$ cat src/asr_pkg.sv
// constants and types shared by the adc switch and output recovery block
package asr_pkg;

  localparam int NUM_OUT = 10;
  localparam int NUM_CH  = 4;
  localparam int ADC_W   = 10;

  // switch hysteresis in conversion steps
  localparam logic [10:0] HYST_STEPS = 11'h008;

  // register byte offsets
  localparam logic [7:0] OFS_CTRL    = 8'h00;
  localparam logic [7:0] OFS_RECOV   = 8'h04;
  localparam logic [7:0] OFS_OUT     = 8'h08;
  localparam logic [7:0] OFS_COND    = 8'h0C;
  localparam logic [7:0] OFS_THR01   = 8'h10;
  localparam logic [7:0] OFS_THR23   = 8'h14;
  localparam logic [7:0] OFS_LVL01   = 8'h18;
  localparam logic [7:0] OFS_LVL23   = 8'h1C;
  localparam logic [7:0] OFS_SWST    = 8'h20;
  localparam logic [7:0] OFS_SERIAL  = 8'h24;
  localparam logic [7:0] OFS_FWVER   = 8'h28;
  localparam logic [7:0] OFS_IRQ_ST  = 8'h2C;
  localparam logic [7:0] OFS_IRQ_MSK = 8'h30;

  // control register fields
  localparam int CTRL_RUN_BIT  = 0;
  localparam int CTRL_REF_LSB  = 1;
  localparam int CTRL_DEF_BIT  = 3;
  localparam int CTRL_MODE_LSB = 4;
  // upper channel of a threshold or level word
  localparam int HI_LSB        = 16;

  // reference source codes
  localparam logic [1:0] REF_AVCC = 2'h0;
  localparam logic [1:0] REF_INT  = 2'h1;
  localparam logic [1:0] REF_EXT  = 2'h2;

  // reset values; MODE_RST, RECOV_RST, COND_RST and THR_RST are also factory values
  localparam logic        RUN_RST    = 1'b1;
  localparam logic [3:0]  MODE_RST   = 4'h0;
  localparam logic [9:0]  RECOV_RST  = 10'h000;
  localparam logic [9:0]  COND_RST   = 10'h000;
  localparam logic [9:0]  THR_RST    = 10'h200;
  localparam logic [31:0] SERIAL_RST = 32'h0000_0000;
  localparam logic [3:0]  MASK_RST   = 4'h0;

  typedef enum logic [1:0] {
    ASR_PWR_DOWN = 2'b01,
    ASR_PWR_UP   = 2'b10
  } asr_pwr_t;

endpackage

$ cat src/asr_top.sv
// adc switch readout and relay output power-loss recovery, wishbone slave
//
// Implementation choices: the Wishbone interface to the registers and the register addresses.
`timescale 1ns/1ns
`default_nettype none
module asr_top
  import asr_pkg::*;
#(
  parameter logic [31:0] FW_VERSION = 32'h0001_0000 // value is arbitrary
) (
  input  wire logic        clk_i,
  input  wire logic        rst_i,
  input  wire logic        wb_cyc_i,
  input  wire logic        wb_stb_i,
  input  wire logic        wb_we_i,
  input  wire logic [7:0]  wb_adr_i,
  input  wire logic [3:0]  wb_sel_i,
  input  wire logic [31:0] wb_dat_i,
  output logic      [31:0] wb_dat_o,
  output logic             wb_ack_o,
  input  wire logic        pwr_ok_i,
  input  wire logic [9:0]  cond_true_i,
  input  wire logic        adc_valid_i,
  input  wire logic [1:0]  adc_ch_i,
  input  wire logic [9:0]  adc_data_i,
  output logic      [9:0]  relay_o,
  output logic      [9:0]  out_led_o,
  output logic      [3:0]  adc_led_o,
  output logic      [1:0]  ref_sel_o,
  output logic             irq_o
);

  logic             ack_reg;
  logic [31:0]      dat_reg;
  logic             run_reg;
  logic [1:0]       ref_reg;
  logic [3:0]       mode_reg;
  logic [9:0]       recov_reg;
  logic [9:0]       cond_en_reg;
  logic [9:0]       out_cmd_reg;
  logic [9:0]       relay_reg;
  logic [9:0]       out_led_reg;
  logic [3:0]       adc_led_reg;
  logic [ADC_W-1:0] thr_reg   [NUM_CH];
  logic [ADC_W-1:0] level_reg [NUM_CH];
  logic [3:0]       sw_reg;
  logic [3:0]       sw_next;
  logic [3:0]       sw_chg;
  logic [31:0]      serial_reg;
  logic [3:0]       irq_st_reg;
  logic [3:0]       irq_st_next;
  logic [3:0]       irq_msk_reg;
  logic             irq_reg;
  asr_pwr_t         pwr_reg;

  logic        req;
  logic        wr;
  logic        cfg_ok;
  logic        restore;
  logic        factory;
  logic [31:0] wmask;
  logic [31:0] rd_mux;
  logic [31:0] wval;
  logic [10:0] smp_x;
  logic [10:0] thr_x;
  logic        up_hit;
  logic        dn_hit;

  assign wb_ack_o  = ack_reg;
  assign wb_dat_o  = dat_reg;
  assign relay_o   = relay_reg;
  assign out_led_o = out_led_reg;
  assign adc_led_o = adc_led_reg;
  assign ref_sel_o = ref_reg;
  assign irq_o     = irq_reg;

  ////////////////////////////////////////////////////////////////////////////
  // bus decode

  assign req     = wb_cyc_i & wb_stb_i & ~ack_reg;
  assign wr      = req & wb_we_i;
  assign cfg_ok  = ~run_reg;
  assign restore = (pwr_reg == ASR_PWR_DOWN) & pwr_ok_i;
  assign factory = wr & (wb_adr_i == OFS_CTRL) & cfg_ok
                   & wval[CTRL_DEF_BIT];

  always_comb begin
    for (int i = 0; i < 4; i++) begin
      wmask[8*i +: 8] = {8{wb_sel_i[i]}};
    end
  end

  // unselected lanes keep their current contents
  assign wval = (rd_mux & ~wmask) | (wb_dat_i & wmask);

  always_comb begin
    rd_mux = 32'h0000_0000;
    case (wb_adr_i)
      OFS_CTRL: begin
        rd_mux[CTRL_RUN_BIT]                = run_reg;
        rd_mux[CTRL_REF_LSB +: 2]           = ref_reg;
        rd_mux[CTRL_MODE_LSB +: NUM_CH]     = mode_reg;
      end
      OFS_RECOV:   rd_mux[9:0] = recov_reg;
      OFS_OUT:     rd_mux[9:0] = out_cmd_reg;
      OFS_COND:    rd_mux[9:0] = cond_en_reg;
      OFS_THR01: begin
        rd_mux[ADC_W-1:0]           = thr_reg[0];
        rd_mux[HI_LSB +: ADC_W]     = thr_reg[1];
      end
      OFS_THR23: begin
        rd_mux[ADC_W-1:0]           = thr_reg[2];
        rd_mux[HI_LSB +: ADC_W]     = thr_reg[3];
      end
      OFS_LVL01: begin
        rd_mux[ADC_W-1:0]           = level_reg[0];
        rd_mux[HI_LSB +: ADC_W]     = level_reg[1];
      end
      OFS_LVL23: begin
        rd_mux[ADC_W-1:0]           = level_reg[2];
        rd_mux[HI_LSB +: ADC_W]     = level_reg[3];
      end
      OFS_SWST:    rd_mux[3:0] = sw_reg;
      OFS_SERIAL:  rd_mux      = serial_reg;
      OFS_FWVER:   rd_mux      = FW_VERSION;
      OFS_IRQ_ST:  rd_mux[3:0] = irq_st_reg;
      OFS_IRQ_MSK: rd_mux[3:0] = irq_msk_reg;
      default:     rd_mux      = 32'h0000_0000;
    endcase
  end

  // one wait state: ack follows the request by one edge, then drops
  always_ff @(posedge clk_i) begin
    if (rst_i) begin
      ack_reg <= 1'b0;
      dat_reg <= 32'h0000_0000;
    end else begin
      ack_reg <= req;
      if (req) begin
        dat_reg <= rd_mux;
      end
    end
  end

  ////////////////////////////////////////////////////////////////////////////
  // configuration

  always_ff @(posedge clk_i) begin
    if (rst_i) begin
      run_reg  <= RUN_RST;
      ref_reg  <= REF_AVCC;
      mode_reg <= MODE_RST;
    end else if (wr && wb_adr_i == OFS_CTRL) begin
      run_reg <= wval[CTRL_RUN_BIT];
      if (factory) begin
        ref_reg  <= REF_AVCC;
        mode_reg <= MODE_RST;
      end else if (cfg_ok) begin
        ref_reg  <= wval[CTRL_REF_LSB +: 2];
        mode_reg <= wval[CTRL_MODE_LSB +: NUM_CH];
      end
    end
  end

  // rst_i stands for first power-up; a pwr_ok_i drop keeps all of these
  always_ff @(posedge clk_i) begin
    if (rst_i || factory) begin
      recov_reg   <= RECOV_RST;
      cond_en_reg <= COND_RST;
      for (int c = 0; c < NUM_CH; c++) begin
        thr_reg[c] <= THR_RST;
      end
    end else if (wr && cfg_ok) begin
      case (wb_adr_i)
        OFS_RECOV: recov_reg   <= wval[9:0];
        OFS_COND:  cond_en_reg <= wval[9:0];
        OFS_THR01: begin
          thr_reg[0] <= wval[ADC_W-1:0];
          thr_reg[1] <= wval[HI_LSB +: ADC_W];
        end
        OFS_THR23: begin
          thr_reg[2] <= wval[ADC_W-1:0];
          thr_reg[3] <= wval[HI_LSB +: ADC_W];
        end
        default: ;
      endcase
    end
  end

  // serial number is kept through a factory default
  always_ff @(posedge clk_i) begin
    if (rst_i) begin
      serial_reg <= SERIAL_RST;
    end else if (wr && cfg_ok && wb_adr_i == OFS_SERIAL) begin
      serial_reg <= wval;
    end
  end

  ////////////////////////////////////////////////////////////////////////////
  // power tracking and output recovery

  always_ff @(posedge clk_i) begin
    if (rst_i) begin
      pwr_reg <= ASR_PWR_DOWN;
    end else begin
      case (pwr_reg)
        ASR_PWR_UP:   if (!pwr_ok_i) pwr_reg <= ASR_PWR_DOWN;
        ASR_PWR_DOWN: if (pwr_ok_i) pwr_reg <= ASR_PWR_UP;
        default:      pwr_reg <= ASR_PWR_DOWN;
      endcase
    end
  end

  // commanded state is held while power is down, acting as retained storage
  always_ff @(posedge clk_i) begin
    if (rst_i) begin
      out_cmd_reg <= 10'h000;
    end else if (restore) begin
      out_cmd_reg <= recov_reg & ((cond_en_reg & cond_true_i)
                     | (~cond_en_reg & out_cmd_reg));
    end else if (wr && pwr_reg == ASR_PWR_UP && wb_adr_i == OFS_OUT) begin
      out_cmd_reg <= wval[9:0];
    end
  end

  // an output with a condition only closes while the condition holds
  always_ff @(posedge clk_i) begin
    if (rst_i || pwr_reg != ASR_PWR_UP || !pwr_ok_i) begin
      relay_reg   <= 10'h000;
      out_led_reg <= 10'h000;
    end else begin
      relay_reg   <= out_cmd_reg & (~cond_en_reg | cond_true_i);
      out_led_reg <= out_cmd_reg & (~cond_en_reg | cond_true_i);
    end
  end

  ////////////////////////////////////////////////////////////////////////////
  // analog channels

  // 11 bits so threshold plus hysteresis cannot wrap
  assign smp_x  = {1'b0, adc_data_i};
  assign thr_x  = {1'b0, thr_reg[adc_ch_i]};
  assign up_hit = smp_x > (thr_x + HYST_STEPS);
  assign dn_hit = (smp_x + HYST_STEPS) < thr_x;

  always_comb begin
    sw_next = sw_reg;
    if (adc_valid_i && mode_reg[adc_ch_i]) begin
      if (up_hit) begin
        sw_next[adc_ch_i] = 1'b1;
      end else if (dn_hit) begin
        sw_next[adc_ch_i] = 1'b0;
      end
    end
  end

  assign sw_chg = sw_next ^ sw_reg;

  always_ff @(posedge clk_i) begin
    if (rst_i) begin
      sw_reg      <= 4'h0;
      adc_led_reg <= 4'h0;
      for (int c = 0; c < NUM_CH; c++) begin
        level_reg[c] <= 10'h000;
      end
    end else begin
      sw_reg      <= sw_next;
      adc_led_reg <= sw_next & mode_reg;
      if (adc_valid_i) begin
        level_reg[adc_ch_i] <= adc_data_i;
      end
    end
  end

  ////////////////////////////////////////////////////////////////////////////
  // interrupts

  // a new change wins over a write-one-to-clear in the same cycle
  always_comb begin
    irq_st_next = irq_st_reg;
    if (wr && wb_adr_i == OFS_IRQ_ST) begin
      irq_st_next = irq_st_reg & ~(wb_dat_i[3:0] & wmask[3:0]);
    end
    irq_st_next = irq_st_next | sw_chg;
  end

  always_ff @(posedge clk_i) begin
    if (rst_i) begin
      irq_st_reg  <= 4'h0;
      irq_msk_reg <= MASK_RST;
      irq_reg     <= 1'b0;
    end else begin
      irq_st_reg <= irq_st_next;
      irq_reg    <= |(irq_st_next & irq_msk_reg);
      if (wr && wb_adr_i == OFS_IRQ_MSK) begin
        irq_msk_reg <= wval[3:0];
      end
    end
  end
endmodule
`default_nettype wire

$ cat config.mk
export PLATFORM = sky130hd
export DESIGN_NAME = asr_top
export DESIGN_NICKNAME = d
export VERILOG_FILES = /design/src/asr_pkg.sv /design/src/asr_top.sv
export SDC_FILE = /design/constraint.sdc
export NUM_CORES = 1
export LEC_CHECK = 0
export BUFFER_PORTS_ARGS = -buffer_cell sky130_fd_sc_hd__buf_2
export CAP_MARGIN = 25
export CORE_MARGIN = 2
export CORE_UTILIZATION = 61
export CTS_BUF_LIST = sky130_fd_sc_hd__clkbuf_4 sky130_fd_sc_hd__clkbuf_8
export DETAILED_ROUTE_END_ITERATION = 7
export MAX_ROUTING_LAYER = met4
export PLACE_DENSITY = 0.88
export SLEW_MARGIN = 20
export SYNTH_ARGS = -nofsm -noshare
export SYNTH_HDL_FRONTEND = slang
export SYNTH_SLANG_ARGS = --single-unit
$ cat constraint.sdc
create_clock -name clk_i -period 5.8 [get_ports clk_i]
set_input_delay 0.29 -clock clk_i [delete_from_list [all_inputs] [get_ports clk_i]]
set_output_delay 0.29 -clock clk_i [all_outputs]
set_load 0.01 [all_outputs]
==> reports/metrics.cfg, run 1 <==
[outcome]
status=finished clean

[setup_path]
critPathCapture=thr_reg[1][6]
crit_fanout=20
crit_slowest_cell=nand2_1
cp.required_ns=5.94
path_cells=nand4b_1, nor2_1, nand2_1, nand2_1
start_kind=register
worstSetupEndpointType=register
max_stage_delay_ns=0.93
rr_startpoint=wb_ack_o
arrival_ns=3.72
path_delay_family=simple AND/OR/NAND/NOR gates
path_class=register to register
cp_num_cells=4
crit_start=wb_ack_o
reg2reg_depth=4
worst-path-buf-inv=0
r2r_end=thr_reg[1][6]
cpMostUsedCell=nand2_1
regToRegSetupSlack_ns=2.22

[placed_design]
dp_cells=1425
io_buffers=132
post-dp-hpwl_um=23900
placed_cell_area_sq_um=11400
pre_cts_ws_ns=2.03
gp_congestion=1.02

[finish]
multiInputGateArea_sq_um=5220
diodes=0
stdcell_area_sq_um=12200
drive_gt1_share_pct=20.3
finalNetCount=1332
syn2layout_area_growth_pct=12.8
nFillCells=1289
post-route-util_pct=70.4
seqCellArea_sq_um=5020
final_cells=1490

[floorplan]
die_area_sq_um=18800
start_util_pct=62.4
coreArea_sq_um=17300
rows=48
pin_count=133
dieWidth_um=137
die_y_um=137

[hold_path]
worstHoldPathType=primary input to register

[power]
powerDensity_nw_per_um2=275
netSwitchingFraction_pct=24.9
clkPwrFrac_pct=42.7
ir_worst_vdd_v=0.000233
intPower_mw=2.52
switchingPower_mw=0.833
cellLeakagePower_nw=4.70
finalPower_mw=3.35
p_comb_share_pct=9.2
power_frac_seq_pct=48.1

[sta]
timing.hold.ws_ns=0.0284
finalHoldViolCount=0
fin_skew_ns=0.0172
max_freq_ghz=0.280
setup_viol=0
setup_tns_ns=0
finalWorstSetupSlack_ns=2.22
post-route-min-period_ns=3.58
tightest_slew_ns=1.09
finalMaxSlewViolations=0
slew-limit-headroom_pct=27.0
rsz0062_at_grt=false
period_share_pct=61.6

[logic_synthesis]
yosysTopAreaCellShare_pct=24.3
syn_avg_cell_area_sq_um=9.41
synth_area_leaders=dfxtp_1 24%, edfxtp_1 22%, nand2_1 4.4%
synthTopCellsByCount=131 x dfxtp_1, 126 x nand2_1, 98 x nor2_1, 80 x edfxtp_1
yosysMostFrequentCell=dfxtp_1
synth_edf_count=80
yosysTopAreaCell=dfxtp_1
synth_nets=1239
yosys_most_used_dff=dfxtp_1
synth_cell_types=78
syn-cell-area_sq_um=10800
ys_ff_latch=211
ys_async_sr_fraction_pct=0
netlist_instances=1147
yosysWarnings=0
synth_seq_area_share_pct=46.5

[clock_tree]
path_clk_slew_ns=0.06
cts_num_sinks=211
cts_resized=0
cts_buffer_depth=3
hold_buffers=0
clock_latency_ns=0.53
post_cts_buffers=0
htree_levels=2
root_buffer=clkbuf_8
cts_tree=done
cts_buffers=36

[detailed_routing]
drcViolationCount=0
wl_per_cell_um=22.5
vias=9872
dr.pass1.iters=6
initialDrtViolationCount=1650
viasPerCell=6.63
ant_nets=0
wirelength_um=33500

[global_route]
grt_usage_pct=36.8
first_global_vias=9114
grt_pass1_wl_um=51200
antenna_found_initial=0
grt_max_degree=81
overflow=0

[flow_run]
cap_violations=0

## power groups by stage
stage | Sequential (mW) | Combinational (mW) | Clock (mW)
final | 1.61 | 0.309 | 1.43
after global routing | 1.61 | 0.333 | 1.49
after CTS | 1.61 | 0.302 | 1.43
after detailed placement | 1.64 | 0.300 | 0
after global placement | 1.64 | 0.295 | 0
after floorplan | 1.63 | 0.196 | 0
## layout make-up
class                           count  share of cell area, %
Tap cell                          225                   2.31
Multi-Input combinational cell    814                   42.9
Timing Repair Buffer              143                   6.29
Clock buffer                       58                   5.58
Inverter                           34                   1.05
Sequential cell                   211                   41.3
Clock inverter                      5                  0.637
## cell usage in the layout (no fill, tap or decap), types with 18 or more instances in the layout
| cell type | n |
|---|---|
| inv_1 | 34 |
| nand2b_1 | 36 |
| buf_2 | 131 |
| nand2_1 | 126 |
| nand3_1 | 58 |
| and3_1 | 32 |
| nor2_1 | 97 |
| ha_1 | 19 |
| dfxtp_1 | 131 |
| edfxtp_1 | 80 |
| nor3_1 | 70 |
| o21a_1 | 26 |
| nor4_1 | 18 |
| a21oi_1 | 70 |
| clkbuf_8 | 39 |
| o21ai_0 | 19 |
| a22o_1 | 26 |
| clkbuf_4 | 19 |
## worst reg2reg max path: stages, from the launching register on
cell and delay, ns:
dfxtp_1 0.35, nand4b_1 0.49, nor2_1 0.76, nand2_1 0.65
nand2_1 0.93
## metal layers
metal / global-route usage [%] / wire length, um
met4: 17.7 / 1770
met5: - / 0
met2: 57.9 / 15600
met3: 7.33 / 3590
met1: 45.6 / 12600
## worst min path at each step
stage	start	to	slack, ns	cells past startpoint
floorplan	serial_reg[0]	serial_reg[0]	0.43	2
global placement	wb_dat_o[29]	wb_dat_o[29]	0.44	2
detailed placement	wb_dat_o[14]	wb_dat_o[14]	0.44	2
CTS	wb_dat_i[26]	serial_reg[26]	0.02	3
global route	wb_dat_i[28]	serial_reg[28]	0.03	3
finish	wb_dat_i[26]	serial_reg[26]	0.03	3
## cell families after synthesis
kind of cell             Yosys count  share of synthesized area [%]
AO/OA/AOI/OAI                    230                           15.2
AND/OR/NAND/NOR                  517                           24.8
adder cells (fa/ha/maj)           19                           2.20
flip-flops                       211                           46.5
multiplexers                      37                           4.83
buffers and inverters            122                           5.59
XOR/XNOR                          11                          0.892
Note: power is estimated with default switching activity, not from simulation.
==> run 2, diff against run 1 <==
- CORE_UTILIZATION: 61 -> 55
- PLACE_DENSITY: 0.88 -> 0.84
- clock period: 5.8 -> 3.2 ns (I/O delays scaled with it)
==> run 2 against run 1 <==
Compared with the run above:
- register-to-register slack lost 2.1 ns
- routed wire length rose by 8.9%
- critical endpoint is now irq_st_reg[2]
- total power is 83% higher
- clock skew rose by 0.0055 ns
- largest power group unchanged
- sequential share of layout area decreased by 2.3 points
==> reports/metrics.cfg, run 2 (synthesis gave the netlist of run 1 again) <==
[outcome]
status=finished clean

[finish]
post-route-util_pct=66.6
multiInputGateArea_sq_um=5200
nFillCells=1514
syn2layout_area_growth_pct=19.3
final_cells=1605
layout_common_cells=131 x dfxtp_1, 131 x buf_2, 126 x nand2_1
diodes=0
seqCellArea_sq_um=5020
drive_gt1_share_pct=21.9
finalNetCount=1406

[setup_path]
worstSetupEndpointType=register
crit_fanout=7
path_class=register to register
arrival_ns=3.46
crit_slowest_cell=mux4_2
cp.required_ns=3.62
max_stage_delay_ns=0.55
path_cells=mux4_2, and3_1, nand2_1, xnor2_1, ha_1, a21o_1, a21oi_1, o2111ai_1, nand3_2, buf_4, nor4_1, or3_1
start_kind=register

[placed_design]
dp_cells=1505
gp_congestion=0.955
io_buffers=132
post-dp-hpwl_um=25000

[power]
p_comb_share_pct=10.4
power_frac_seq_pct=47.4
switchingPower_mw=1.55
intPower_mw=4.59
powerDensity_nw_per_um2=477
ir_worst_vdd_v=0.000494
netSwitchingFraction_pct=25.2
clkPwrFrac_pct=42.2
cellLeakagePower_nw=5.00

[floorplan]
die_area_sq_um=20800
start_util_pct=55.8
coreArea_sq_um=19300
rows=51
die_y_um=144
pin_count=133
dieWidth_um=144

[global_route]
grt_max_degree=61
first_global_vias=10123
grt_usage_pct=36.1
antenna_found_initial=0
grt_pass1_wl_um=55700
overflow=0

[clock_tree]
post_cts_buffers=0
cts_buffers=36
cts_tree=done
clock_latency_ns=0.53
htree_levels=2
cts_num_sinks=211
path_clk_slew_ns=0.06
cts_buffer_depth=3
root_buffer=clkbuf_8

[sta]
finalHoldViolCount=0
setup_tns_ns=0
post-route-min-period_ns=3.04
fin_skew_ns=0.0227
setup_viol=0
max_freq_ghz=0.329
tightest_slew_ns=1.14
finalMaxSlewViolations=0
slew-limit-headroom_pct=23.4
period_share_pct=94.9
timing.hold.ws_ns=0.0374

[hold_path]
worstHoldPathType=primary input to register

[detailed_routing]
viasPerCell=6.50
dr.pass1.iters=6
vias=10428
ant_nets=0
wirelength_um=36500
initialDrtViolationCount=1416
drcViolationCount=0
wl_per_cell_um=22.8

[flow_run]
cap_violations=0

[run 2: cell count changes in the layout (fill, tap and decap cells not counted), sizes merged]
cell         previous run  this run
buf                   143       181
dlygate4sd3             0        36
clkbuf                 58        56
clkinv                  2         4
clkinvlp                0         1
[run 2: through the flow]
| stage | cell area, sq um | setup WS, ns | total power, mW |
|---|---|---|---|
| after floorplan | 10800 | 0.111 | 3.31 |
| after global placement | 11800 | 0.141 | 3.55 |
| after detailed placement | 11800 | 0.0919 | 3.56 |
| after CTS | 12900 | 0.146 | 6.10 |
| after global routing | 12900 | -0.0158 | 6.31 |
| final | 12900 | 0.163 | 6.14 |
[run 2: power groups by stage]
stage                     Sequential [mW]  Clock (mW)  Combinational [mW]
after global placement               2.96           0               0.588
after global routing                 2.91        2.72               0.680
after floorplan                      2.95           0               0.355
final                                2.91        2.59               0.639
after CTS                            2.91        2.58               0.619
after detailed placement             2.96           0               0.592
[run 2: worst max-delay path: cells and delay by family, from the launching register on]
kind,cells,cell delay [ns]
and+or+nand+nor,5,0.82
AOI/OAI and AO/OA,3,0.59
muxes,1,0.55
DFF,1,0.43
adders and majority gates,1,0.26
buffers and inverters,1,0.15
xor gates and xnor gates,1,0.12
[run 2: area by class of cell]
class	instances	share of cell area (%)
Tap cell	265	2.57
Multi-Input combinational cell	814	40.4
Timing Repair Buffer	217	11.2
Clock buffer	56	5.16
Inverter	34	0.991
Clock inverter	8	0.719
Sequential cell	211	39.0
[run 2: final timing paths]
check	endpoint	slack (ns)	from	cells past startpoint
max	irq_st_reg[2]	0.16	thr_reg[2][5]	12
min	serial_reg[30]	0.04	wb_sel_i[3]	3
max reg2reg	irq_st_reg[2]	0.16	thr_reg[2][5]	12
min reg2reg	wb_dat_o[29]	0.45	wb_dat_o[29]	2
[run 2: layer usage]
layer	GRT usage, %	routed length [um]
met1	44.2	13600
met2	56.9	16800
met3	6.49	3810
met4	20.1	2300
met5	-	0
[run 2: timing repair]
item,in CTS,in global routing
hold endpoints to repair,25,0
endpoints found under the setup margin,0,2
hold buffers,36,0
resized for setup,0,1
